--- src/design/isp_flash_map.svh ---
// Register offsets, field positions, reset values and timing counts of the flash control block.
`ifndef ISP_FLASH_MAP_SVH
`define ISP_FLASH_MAP_SVH

`define OFS_PROG_CTL       8'hBF
`define OFS_ADDR_LOW       8'hC4
`define OFS_ADDR_HIGH      8'hC5
`define OFS_DATA_BYTE      8'hC6
`define OFS_CMD_CTL        8'hC7
`define OFS_UNLOCK         8'hF6

`define CMD_BANK_BIT       6
`define CMD_OE_BIT         5
`define CMD_CE_BIT         4
`define CMD_FIELD_MSB      3
`define CMD_FIELD_LSB      0
`define CMD_ERASE          4'h2
`define CMD_PROGRAM        4'h1
`define CMD_READ           4'h0

`define CTL_REBOOT_BIT     7
`define CTL_AUX_RAM_BIT    4
`define CTL_BOOT_SEL_BIT   1
`define CTL_PROG_EN_BIT    0

`define RST_CMD_CTL        8'h00
`define RST_PROG_CTL       8'h00
`define RST_BYTE           8'h00
`define UNLOCK_KEY_FIRST   8'h87
`define UNLOCK_KEY_SECOND  8'h59
`define LOADER_ADDR_MASK   16'h0FFF
`define STRAP_SETTLE_CYC   2

`endif

--- src/design/isp_flash_pkg.sv ---
// Types shared by the flash control block and its helpers.
package isp_flash_pkg;
  typedef enum logic { BANK_APPLICATION, BANK_LOADER } bank_t;
  typedef enum logic [1:0] { OP_NONE, OP_ERASE, OP_PROGRAM, OP_READ } op_kind_t;
  typedef enum logic [1:0] { LOCK_CLOSED, LOCK_HALF, LOCK_OPEN } unlock_state_t;
  typedef enum logic { ENG_IDLE, ENG_RUN } engine_state_t;
endpackage

--- src/design/boot_strap_sampler.sv ---
// Synchronises the boot strap pins and captures the forced loader boot request after reset.
`timescale 1ns/1ps
`include "isp_flash_map.svh"
module boot_strap_sampler #(
  parameter int SETTLE_CYC = `STRAP_SETTLE_CYC
) (
  input  wire logic clk_i,
  input  wire logic rst_i,
  input  wire logic soft_rst_i,
  input  wire logic port2_7_i,
  input  wire logic port2_6_i,
  input  wire logic port4_3_i,
  output logic      strap_valid_o,
  output logic      forced_boot_o
);
  logic [2:0] meta_q;
  logic [2:0] sync_q;
  logic [3:0] settle_q;
  logic       done_q;

  // Two flops per pin; only the second stage feeds the capture logic.
  always_ff @(posedge clk_i or posedge rst_i) begin
    if (rst_i) begin
      meta_q <= 3'h7;
      sync_q <= 3'h7;
    end else begin
      meta_q <= {port2_7_i, port2_6_i, port4_3_i};
      sync_q <= meta_q;
    end
  end

  // Wait until the synchroniser holds post-reset levels, then latch once.
  always_ff @(posedge clk_i or posedge rst_i) begin
    if (rst_i) begin
      settle_q      <= 4'h0;
      done_q        <= 1'b0;
      strap_valid_o <= 1'b0;
      forced_boot_o <= 1'b0;
    end else if (soft_rst_i) begin
      settle_q      <= 4'h0;
      done_q        <= 1'b0;
      strap_valid_o <= 1'b0;
      forced_boot_o <= 1'b0;
    end else begin
      strap_valid_o <= 1'b0;
      if (!done_q) begin
        if (settle_q == 4'(SETTLE_CYC)) begin
          done_q        <= 1'b1;
          strap_valid_o <= 1'b1;
          forced_boot_o <= (!sync_q[2] && !sync_q[1]) || !sync_q[0];
        end else begin
          settle_q <= settle_q + 4'h1;
        end
      end
    end
  end
endmodule // boot_strap_sampler

--- src/design/flash_op_engine.sv ---
// Drives one erase, program or read on the flash array and waits for its completion.
`timescale 1ns/1ps
`include "isp_flash_map.svh"
module flash_op_engine #(
  parameter int ADDR_W = 16
) (
  input  wire logic                   clk_i,
  input  wire logic                   rst_i,
  input  wire logic                   soft_rst_i,
  input  wire logic                   start_i,
  input  isp_flash_pkg::op_kind_t     kind_i,
  input  isp_flash_pkg::bank_t        bank_i,
  input  wire logic [ADDR_W-1:0]      addr_i,
  input  wire logic [7:0]             wdata_i,
  input  wire logic                   flash_done_i,
  input  wire logic [7:0]             flash_rdata_i,
  output logic                        busy_o,
  output logic                        read_done_o,
  output logic [7:0]                  read_data_o,
  output logic                        flash_bank_o,
  output logic [ADDR_W-1:0]           flash_addr_o,
  output logic [7:0]                  flash_wdata_o,
  output logic                        flash_erase_o,
  output logic                        flash_program_o,
  output logic                        flash_read_o
);
  isp_flash_pkg::engine_state_t state_q;

  // Strobes hold until the array reports completion; a soft reboot aborts.
  always_ff @(posedge clk_i or posedge rst_i) begin
    if (rst_i) begin
      state_q         <= isp_flash_pkg::ENG_IDLE;
      busy_o          <= 1'b0;
      read_done_o     <= 1'b0;
      read_data_o     <= `RST_BYTE;
      flash_bank_o    <= 1'b0;
      flash_addr_o    <= '0;
      flash_wdata_o   <= `RST_BYTE;
      flash_erase_o   <= 1'b0;
      flash_program_o <= 1'b0;
      flash_read_o    <= 1'b0;
    end else if (soft_rst_i) begin
      state_q         <= isp_flash_pkg::ENG_IDLE;
      busy_o          <= 1'b0;
      read_done_o     <= 1'b0;
      flash_erase_o   <= 1'b0;
      flash_program_o <= 1'b0;
      flash_read_o    <= 1'b0;
    end else begin
      read_done_o <= 1'b0;
      case (state_q)
        isp_flash_pkg::ENG_IDLE: begin
          if (start_i && kind_i != isp_flash_pkg::OP_NONE) begin
            state_q         <= isp_flash_pkg::ENG_RUN;
            busy_o          <= 1'b1;
            flash_bank_o    <= (bank_i == isp_flash_pkg::BANK_LOADER);
            flash_addr_o    <= addr_i;
            flash_wdata_o   <= wdata_i;
            flash_erase_o   <= (kind_i == isp_flash_pkg::OP_ERASE);
            flash_program_o <= (kind_i == isp_flash_pkg::OP_PROGRAM);
            flash_read_o    <= (kind_i == isp_flash_pkg::OP_READ);
          end
        end
        isp_flash_pkg::ENG_RUN: begin
          if (flash_done_i) begin
            state_q         <= isp_flash_pkg::ENG_IDLE;
            busy_o          <= 1'b0;
            read_done_o     <= flash_read_o;
            read_data_o     <= flash_rdata_i;
            flash_erase_o   <= 1'b0;
            flash_program_o <= 1'b0;
            flash_read_o    <= 1'b0;
          end
        end
        default: state_q <= isp_flash_pkg::ENG_IDLE;
      endcase
    end
  end
endmodule // flash_op_engine

--- src/design/isp_flash_control.sv ---
// In-system programming control: command and control registers, boot selection, flash sequencing.
//
// Implementation choice: the address-and-strobe port.
`timescale 1ns/1ps
`include "isp_flash_map.svh"
module isp_flash_control #(
  parameter int ADDR_W        = 16,
  parameter int STRAP_SETTLE  = `STRAP_SETTLE_CYC
) (
  input  wire logic              clk_i,
  input  wire logic              rst_i,
  input  wire logic [7:0]        reg_addr_i,
  input  wire logic [7:0]        reg_wdata_i,
  input  wire logic              reg_wr_i,
  input  wire logic              reg_rd_i,
  output logic [7:0]             reg_rdata_o,
  input  wire logic              cpu_idle_i,
  input  wire logic              port2_7_i,
  input  wire logic              port2_6_i,
  input  wire logic              port4_3_i,
  input  wire logic              flash_done_i,
  input  wire logic [7:0]        flash_rdata_i,
  output logic                   flash_bank_o,
  output logic [ADDR_W-1:0]      flash_addr_o,
  output logic [7:0]             flash_wdata_o,
  output logic                   flash_erase_o,
  output logic                   flash_program_o,
  output logic                   flash_read_o,
  output logic                   op_busy_o,
  output logic                   aux_ram_enable_o,
  output logic                   isp_mode_o,
  output logic                   exec_bank_o,
  output logic                   pc_clear_o,
  output logic                   sys_reset_o
);
  // Maps the command field and the two enables onto an operation; any other mix does nothing.
  function automatic isp_flash_pkg::op_kind_t decode_op(input logic [7:0] cmd);
    logic [3:0] field;
    field = cmd[`CMD_FIELD_MSB:`CMD_FIELD_LSB];
    decode_op = isp_flash_pkg::OP_NONE;
    if (!cmd[`CMD_CE_BIT]) begin
      if (field == `CMD_ERASE && cmd[`CMD_OE_BIT]) begin
        decode_op = isp_flash_pkg::OP_ERASE;
      end else if (field == `CMD_PROGRAM && cmd[`CMD_OE_BIT]) begin
        decode_op = isp_flash_pkg::OP_PROGRAM;
      end else if (field == `CMD_READ && !cmd[`CMD_OE_BIT]) begin
        decode_op = isp_flash_pkg::OP_READ;
      end
    end
  endfunction

  logic [6:0]                   cmd_q;
  logic                         aux_q;
  logic                         boot_sel_q;
  logic                         prog_en_q;
  logic [7:0]                   addr_hi_q;
  logic [7:0]                   addr_lo_q;
  logic [7:0]                   data_q;
  isp_flash_pkg::unlock_state_t lock_q;
  logic                         pending_q;
  logic                         idle_prev_q;
  logic                         forced_q;
  isp_flash_pkg::bank_t         exec_bank_q;
  logic                         soft_rst_q;
  logic                         strap_valid;
  logic                         strap_forced;
  logic                         eng_busy;
  logic                         eng_read_done;
  logic [7:0]                   eng_read_data;
  logic                         wr_ctl;
  logic                         wr_cmd;
  logic                         start_op;
  logic                         wake;
  isp_flash_pkg::op_kind_t      op_kind;
  isp_flash_pkg::bank_t         op_bank;
  logic [15:0]                  op_addr;

  // Write decode and operation launch conditions.
  assign wr_ctl   = reg_wr_i && reg_addr_i == `OFS_PROG_CTL && lock_q == isp_flash_pkg::LOCK_OPEN;
  assign wr_cmd   = reg_wr_i && reg_addr_i == `OFS_CMD_CTL;
  assign op_kind  = decode_op({1'b0, cmd_q});
  assign op_bank  = cmd_q[`CMD_BANK_BIT] ? isp_flash_pkg::BANK_LOADER
                                         : isp_flash_pkg::BANK_APPLICATION;
  // The loader bank is only 4K deep, so its upper address bits are dropped.
  assign op_addr  = (op_bank == isp_flash_pkg::BANK_LOADER) ?
                    ({addr_hi_q, addr_lo_q} & `LOADER_ADDR_MASK) : {addr_hi_q, addr_lo_q};
  assign start_op = pending_q && cpu_idle_i && prog_en_q && !eng_busy;
  assign wake     = idle_prev_q && !cpu_idle_i;

  // Software reboot: one-cycle pulse that restarts the control state like a power-on; the engine keeps its bank, address, write and read data outputs.
  always_ff @(posedge clk_i or posedge rst_i) begin
    if (rst_i) begin
      soft_rst_q <= 1'b0;
    end else begin
      soft_rst_q <= wr_ctl && !soft_rst_q && reg_wdata_i[`CTL_REBOOT_BIT]
                    && reg_wdata_i[`CTL_BOOT_SEL_BIT] && reg_wdata_i[`CTL_PROG_EN_BIT];
    end
  end

  always_ff @(posedge clk_i or posedge rst_i) begin
    if (rst_i) begin
      sys_reset_o <= 1'b0;
    end else begin
      sys_reset_o <= soft_rst_q;
    end
  end

  // Unlock sequence; any other value written to the unlock offset closes it again, except a repeated first key, which keeps it half open.
  always_ff @(posedge clk_i or posedge rst_i) begin
    if (rst_i) begin
      lock_q <= isp_flash_pkg::LOCK_CLOSED;
    end else if (soft_rst_q) begin
      lock_q <= isp_flash_pkg::LOCK_CLOSED;
    end else if (reg_wr_i && reg_addr_i == `OFS_UNLOCK) begin
      case (lock_q)
        isp_flash_pkg::LOCK_CLOSED:
          lock_q <= (reg_wdata_i == `UNLOCK_KEY_FIRST) ? isp_flash_pkg::LOCK_HALF
                                                       : isp_flash_pkg::LOCK_CLOSED;
        isp_flash_pkg::LOCK_HALF:
          lock_q <= (reg_wdata_i == `UNLOCK_KEY_SECOND) ? isp_flash_pkg::LOCK_OPEN
                    : (reg_wdata_i == `UNLOCK_KEY_FIRST) ? isp_flash_pkg::LOCK_HALF
                    : isp_flash_pkg::LOCK_CLOSED;
        default:
          lock_q <= isp_flash_pkg::LOCK_CLOSED;
      endcase
    end
  end

  // Programming control fields; only the unlocked path may change them.
  always_ff @(posedge clk_i or posedge rst_i) begin
    if (rst_i) begin
      aux_q      <= 1'b0;
      boot_sel_q <= 1'b0;
      prog_en_q  <= 1'b0;
    end else if (soft_rst_q) begin
      aux_q      <= 1'b0;
      boot_sel_q <= 1'b0;
      prog_en_q  <= 1'b0;
    end else if (wr_ctl) begin
      aux_q      <= reg_wdata_i[`CTL_AUX_RAM_BIT];
      boot_sel_q <= reg_wdata_i[`CTL_BOOT_SEL_BIT];
      prog_en_q  <= reg_wdata_i[`CTL_PROG_EN_BIT];
    end
  end

  always_ff @(posedge clk_i or posedge rst_i) begin
    if (rst_i) begin
      aux_ram_enable_o <= 1'b0;
    end else begin
      aux_ram_enable_o <= aux_q;
    end
  end

  // Command byte: a write of a valid command arms one operation for the next idle period; any other write arms nothing.
  always_ff @(posedge clk_i or posedge rst_i) begin
    if (rst_i) begin
      cmd_q     <= 7'(`RST_CMD_CTL);
      pending_q <= 1'b0;
    end else if (soft_rst_q) begin
      cmd_q     <= 7'(`RST_CMD_CTL);
      pending_q <= 1'b0;
    end else if (wr_cmd) begin
      cmd_q     <= reg_wdata_i[6:0];
      pending_q <= 1'b1;
    end else if (start_op || (pending_q && op_kind == isp_flash_pkg::OP_NONE)) begin
      pending_q <= 1'b0;
    end
  end

  // Address and data bytes; a finished read overwrites data and wins over a write.
  always_ff @(posedge clk_i or posedge rst_i) begin
    if (rst_i) begin
      addr_hi_q <= `RST_BYTE;
      addr_lo_q <= `RST_BYTE;
      data_q    <= `RST_BYTE;
    end else if (soft_rst_q) begin
      addr_hi_q <= `RST_BYTE;
      addr_lo_q <= `RST_BYTE;
      data_q    <= `RST_BYTE;
    end else begin
      if (reg_wr_i && reg_addr_i == `OFS_ADDR_HIGH) begin
        addr_hi_q <= reg_wdata_i;
      end
      if (reg_wr_i && reg_addr_i == `OFS_ADDR_LOW) begin
        addr_lo_q <= reg_wdata_i;
      end
      if (eng_read_done) begin
        data_q <= eng_read_data;
      end else if (reg_wr_i && reg_addr_i == `OFS_DATA_BYTE) begin
        data_q <= reg_wdata_i;
      end
    end
  end

  always_ff @(posedge clk_i or posedge rst_i) begin
    if (rst_i) begin
      idle_prev_q <= 1'b0;
    end else begin
      idle_prev_q <= cpu_idle_i;
    end
  end

  // Execution bank, programming mode and program counter clear.
  // Straps are only trusted once the sampler reports valid levels.
  always_ff @(posedge clk_i or posedge rst_i) begin
    if (rst_i) begin
      exec_bank_q <= isp_flash_pkg::BANK_APPLICATION;
      forced_q    <= 1'b0;
      isp_mode_o  <= 1'b0;
      pc_clear_o  <= 1'b0;
    end else if (soft_rst_q) begin
      exec_bank_q <= isp_flash_pkg::BANK_APPLICATION;
      forced_q    <= 1'b0;
      isp_mode_o  <= 1'b0;
      pc_clear_o  <= 1'b0;
    end else begin
      pc_clear_o <= 1'b0;
      if (strap_valid && strap_forced) begin
        forced_q    <= 1'b1;
        exec_bank_q <= isp_flash_pkg::BANK_LOADER;
      end else if (wake && prog_en_q && !isp_mode_o) begin
        isp_mode_o <= 1'b1;
        if (boot_sel_q) begin
          exec_bank_q <= isp_flash_pkg::BANK_LOADER;
          pc_clear_o  <= (exec_bank_q == isp_flash_pkg::BANK_APPLICATION);
        end
      end
    end
  end

  always_ff @(posedge clk_i or posedge rst_i) begin
    if (rst_i) begin
      exec_bank_o <= 1'b0;
    end else begin
      exec_bank_o <= (exec_bank_q == isp_flash_pkg::BANK_LOADER);
    end
  end

  // Register reads: data stand for exactly one cycle; unmapped or reserved bits read zero.
  always_ff @(posedge clk_i or posedge rst_i) begin
    if (rst_i) begin
      reg_rdata_o <= `RST_BYTE;
    end else if (reg_rd_i) begin
      case (reg_addr_i)
        `OFS_PROG_CTL:  reg_rdata_o <= {forced_q, 2'b00, aux_q, 2'b00, boot_sel_q, prog_en_q};
        `OFS_CMD_CTL:   reg_rdata_o <= {1'b0, cmd_q};
        `OFS_ADDR_HIGH: reg_rdata_o <= addr_hi_q;
        `OFS_ADDR_LOW:  reg_rdata_o <= addr_lo_q;
        `OFS_DATA_BYTE: reg_rdata_o <= data_q;
        default:        reg_rdata_o <= `RST_BYTE;
      endcase
    end else begin
      reg_rdata_o <= `RST_BYTE;
    end
  end

  boot_strap_sampler #(
    .SETTLE_CYC    (STRAP_SETTLE)
  ) u_straps (
    .clk_i         (clk_i),
    .rst_i         (rst_i),
    .soft_rst_i    (soft_rst_q),
    .port2_7_i     (port2_7_i),
    .port2_6_i     (port2_6_i),
    .port4_3_i     (port4_3_i),
    .strap_valid_o (strap_valid),
    .forced_boot_o (strap_forced)
  );

  flash_op_engine #(
    .ADDR_W          (ADDR_W)
  ) u_engine (
    .clk_i           (clk_i),
    .rst_i           (rst_i),
    .soft_rst_i      (soft_rst_q),
    .start_i         (start_op),
    .kind_i          (op_kind),
    .bank_i          (op_bank),
    .addr_i          (op_addr[ADDR_W-1:0]),
    .wdata_i         (data_q),
    .flash_done_i    (flash_done_i),
    .flash_rdata_i   (flash_rdata_i),
    .busy_o          (eng_busy),
    .read_done_o     (eng_read_done),
    .read_data_o     (eng_read_data),
    .flash_bank_o    (flash_bank_o),
    .flash_addr_o    (flash_addr_o),
    .flash_wdata_o   (flash_wdata_o),
    .flash_erase_o   (flash_erase_o),
    .flash_program_o (flash_program_o),
    .flash_read_o    (flash_read_o)
  );

  assign op_busy_o = eng_busy;
endmodule // isp_flash_control

--- config.mk ---
export PLATFORM = sky130hd
export DESIGN_NAME = isp_flash_control
export DESIGN_NICKNAME = d
export VERILOG_FILES = /design/src/design/isp_flash_pkg.sv /design/src/design/boot_strap_sampler.sv /design/src/design/flash_op_engine.sv /design/src/design/isp_flash_control.sv
export VERILOG_INCLUDE_DIRS = /design/src /design/src/design
export SDC_FILE = /design/constraint.sdc
export NUM_CORES = 1
export LEC_CHECK = 0
export ABC_AREA = 1
export BUFFER_PORTS_ARGS = -buffer_cell sky130_fd_sc_hd__clkbuf_2
export CORE_MARGIN = 8
export CORE_UTILIZATION = 40
export CTS_CLUSTER_SIZE = 25
export DETAILED_ROUTE_END_ITERATION = 10
export MAX_ROUTING_LAYER = met4
export PLACE_DENSITY = 0.62
export SYNTH_ARGS = -nofsm -noshare
export SYNTH_HDL_FRONTEND = slang
export SYNTH_SLANG_ARGS = --single-unit
--- constraint.sdc ---
create_clock -name clk_i -period 3.94 [get_ports clk_i]
set_input_delay 0 -clock clk_i [delete_from_list [all_inputs] [get_ports clk_i]]
set_output_delay 0 -clock clk_i [all_outputs]
set_load 0.01 [all_outputs]
==> results.yml <==
final_layout:
  layout-drive-gt1-share_pct: 18.8
  syn2layout_area_growth_pct: 20.5
  diodes: 0
  fillers: 1067
  nets: 668
yosys:
  yosys.area.top_type_share_pct: 53.0
  ys_top_cells_by_area: "dfrtp_1 53%, nand3_1 7.6%, o21ai_0 7.6%, nand2_1 7.4%, inv_1 5.2%"
  yosys_warnings: 0
  synthTopCellsByCount: "100 x dfrtp_1, 93 x nand2_1, 72 x nand3_1, 72 x o21ai_0, 65 x inv_1"
  synth_nets: 577
  yosysTopAreaCell: "dfrtp_1"
  synth_flop_cell: "dfrtp_1"
  synthArstFlopShare_pct: 100
  post_synth_num_cell_types: 29
  ys_seq_area_share_pct: 56.4
  ys_seq_elements: 106
  yosysMostFrequentCell: "dfrtp_1"
  synth_edf_count: 0
  syn_avg_cell_area_um2: 8.71
  synth_area_um2: 4720
  syn_inst: 542
global_routing:
  grt_max_degree: 79
  grt_use_total_pct: 16.6
  antenna_found_initial: 0
  grt_overflow: 0
  grt_pass1_wl_um: 20400
  grt_pass1_vias: 4026
power_and_ir_drop:
  total_power_mw: 2.41
  p_per_area_nw_per_um2: 424
  p_comb_share_pct: 10.7
  ir_drop_uv: 231
  switchingPower_mw: 0.630
  p_sw_share_pct: 26.1
  p_int_mw: 1.78
  seqPwrFrac_pct: 52.2
  pwr-share-clk_pct: 37.1
  leakage_nw: 2.81
route:
  wirelength_um: 12100
  num_vias: 3970
  via_per_inst: 5.08
  dr.pass1.iters: 5
  drt_first_iter_violations: 271
  antenna_left: 0
  wl_per_cell_um: 15.5
  drc: 0
setup_path:
  cp_common_cell: "inv_1"
  timing.rr.end: "lock_q[0]"
  r2r-start: "soft_rst_q"
  r2r_slack_ns: 1.40
  cpMaxStageDelayCell: "inv_1"
  cpPeakStageDelay_ns: 0.71
  reg2regPathDepth: 6
  critPathMaxFanout: 25
  crit_chain: "inv_1 -> nand2_1 -> inv_1 -> nand3_1 -> dlygate4sd3_1 -> a21oi_1"
  worstPathRequired_ns: 4.21
  crit_arrival_ns: 2.81
  worst-setup-path-type: "reg2reg"
  worst_setup_path_end_kind: "register"
  start_kind: "register"
sta:
  setup_violations: 0
  setup_slack_ns: 1.40
  clock.fmax_mhz: 394
  fin_tns_setup_ns: 0
  slew_viol_final: 0
  finalHoldViolCount: 0
  rsz0062_at_grt: "no"
  fin_crit_sh_pct: 64.4
  worst_slew_pin_slew_ns: 0.937
  fin_crit_ns: 2.54
  max_slew_margin_pct: 37.6
  skew_ns: 0.00484
  whs_ns: 0.0394
place:
  gp_congestion: 0.918
  dp_slack_ns: 1.76
  port_buffers: 74
  dpl.hpwl_um: 9030
die:
  core-area_um2: 11500
  die-area_um2: 15500
  io_pins: 75
  fp.dieH_um: 125
  rows: 39
  die_w_um: 125
  start_util_pct: 41.2
cts:
  cts-root-buf: "clkbuf_16"
  htree_levels: 3
  clk_latency_ns: 0.35
  cts.clk_slew.worst_paths_ns: 0.07
  cts_made_buffers: 9
  cts_buffer_depth: 2
  cts_sinks: 106
  cts_tree: "built"
hold_path:
  min_path_cells: 3
  min-delay-start: "reg_wdata_i[7]"
  hold_path_class: "in2reg"
  hold_path_end: "soft_rst_q"
job:
  drv_cap: 0
status:
  status: "complete, no violations"
-- per-stage QoR --
step	cell area (µm²)	util [%]	cells
after floorplan	4720	-	542
after global placement	5200	45.3	745
after detailed placement	5200	45.3	745
after CTS	5690	49.6	781
after global routing	5690	49.6	781
final	5690	49.6	781
-- cells by family (layout without fill, tap and decap cells) --
| logic type | Yosys count | after routing | synth area share (%) |
|---|---|---|---|
| AOI/OAI and AO/OA | 90 | 90 | 9.73 |
| muxes | 8 | 8 | 1.91 |
| and+or+nand+nor | 250 | 250 | 24.0 |
| adders and majority gates | 2 | 2 | 0.530 |
| DFF | 106 | 106 | 56.4 |
| buffers and inverters | 86 | 182 | 7.48 |
-- per-layer routing --
metal  up-vias  GRT usage, %  routed length (µm)
li1       1956             -                   -
met1      1877          21.5                5780
met2       118          25.1                5520
met3        19          3.11                 501
met4         0          7.09                 277
met5         -             -                   0
-- cell usage in the layout (no fill, tap or decap), types with 2 or more instances in the layout --
master	n
nand3_2	5
dlygate4sd3_1	20
clkinv_2	2
buf_4	3
a21oi_1	15
nor2_4	3
clkbuf_1	2
clkbuf_2	74
mux2_2	8
nor4_1	2
nor2_1	55
nand4_1	10
ha_1	2
inv_2	2
clkinv_1	2
inv_1	64
nor2_2	2
clkbuf_16	9
nand2_2	2
o21ai_0	72
nand3_1	72
dfstp_2	6
nor3_1	5
dfrtp_1	100
nand2_1	93
-- worst max path at each step --
stage                     startpoint                 endpoint  slack [ns]  cells past startpoint
after global routing      soft_rst_q                lock_q[0]        1.22                      6
after floorplan                rst_i             addr_hi_q[0]        1.16                      1
after CTS                 soft_rst_q                lock_q[0]        1.45                      6
after detailed placement  soft_rst_q  u_engine.read_data_o[6]        1.76                      3
after global placement    soft_rst_q  u_engine.read_data_o[1]        1.87                      3
final                     soft_rst_q                lock_q[0]        1.40                      6
-- critical path, delay by kind of cell, from the launching register on --
kind                   cells  cell delay [ns]
buffers and inverters      3             1.41
DFF                        1             0.59
AOI/OAI and AO/OA          1             0.15
and+or+nand+nor            2             0.29
-- power by group through the flow --
stage | registers, mW | clock network, mW | logic (mW)
after floorplan | 1.25 | 0 | 0.162
after global placement | 1.28 | 0 | 0.236
after detailed placement | 1.28 | 0 | 0.244
after CTS | 1.26 | 0.911 | 0.260
after global routing | 1.27 | 0.960 | 0.293
final | 1.26 | 0.895 | 0.257
-- sequential cells by signal, indices dropped and copies added, names as in the netlist, 2 cells and up --
| name | flops |
|---|---|
| u_engine.flash_addr_o | 16 |
| addr_hi_q | 8 |
| addr_lo_q | 8 |
| data_q | 8 |
| reg_rdata_o | 8 |
| u_engine.flash_wdata_o | 8 |
| u_engine.read_data_o | 8 |
| cmd_q | 7 |
| u_straps.settle_q | 4 |
| u_straps.meta_q | 3 |
| u_straps.sync_q | 3 |
| lock_q | 2 |
-- area by class of cell --
cell class	instances	area (µm²)	area share, %
Clock buffer	11	233	4.09
Clock inverter	5	56.3	0.990
Timing Repair Buffer	97	593	10.4
Multi-Input combinational cell	350	1710	30.0
Inverter	69	262	4.60
Tap cell	143	179	3.14
Sequential cell	106	2660	46.8
-- repair_timing --
item | CTS | global route
hold buffers | 20 | 0
buffers inserted | 0 | 0
gates resized for setup | 0 | 0
endpoints found under the hold margin | 92 | 0
Note: power is estimated with default switching activity, not from simulation.
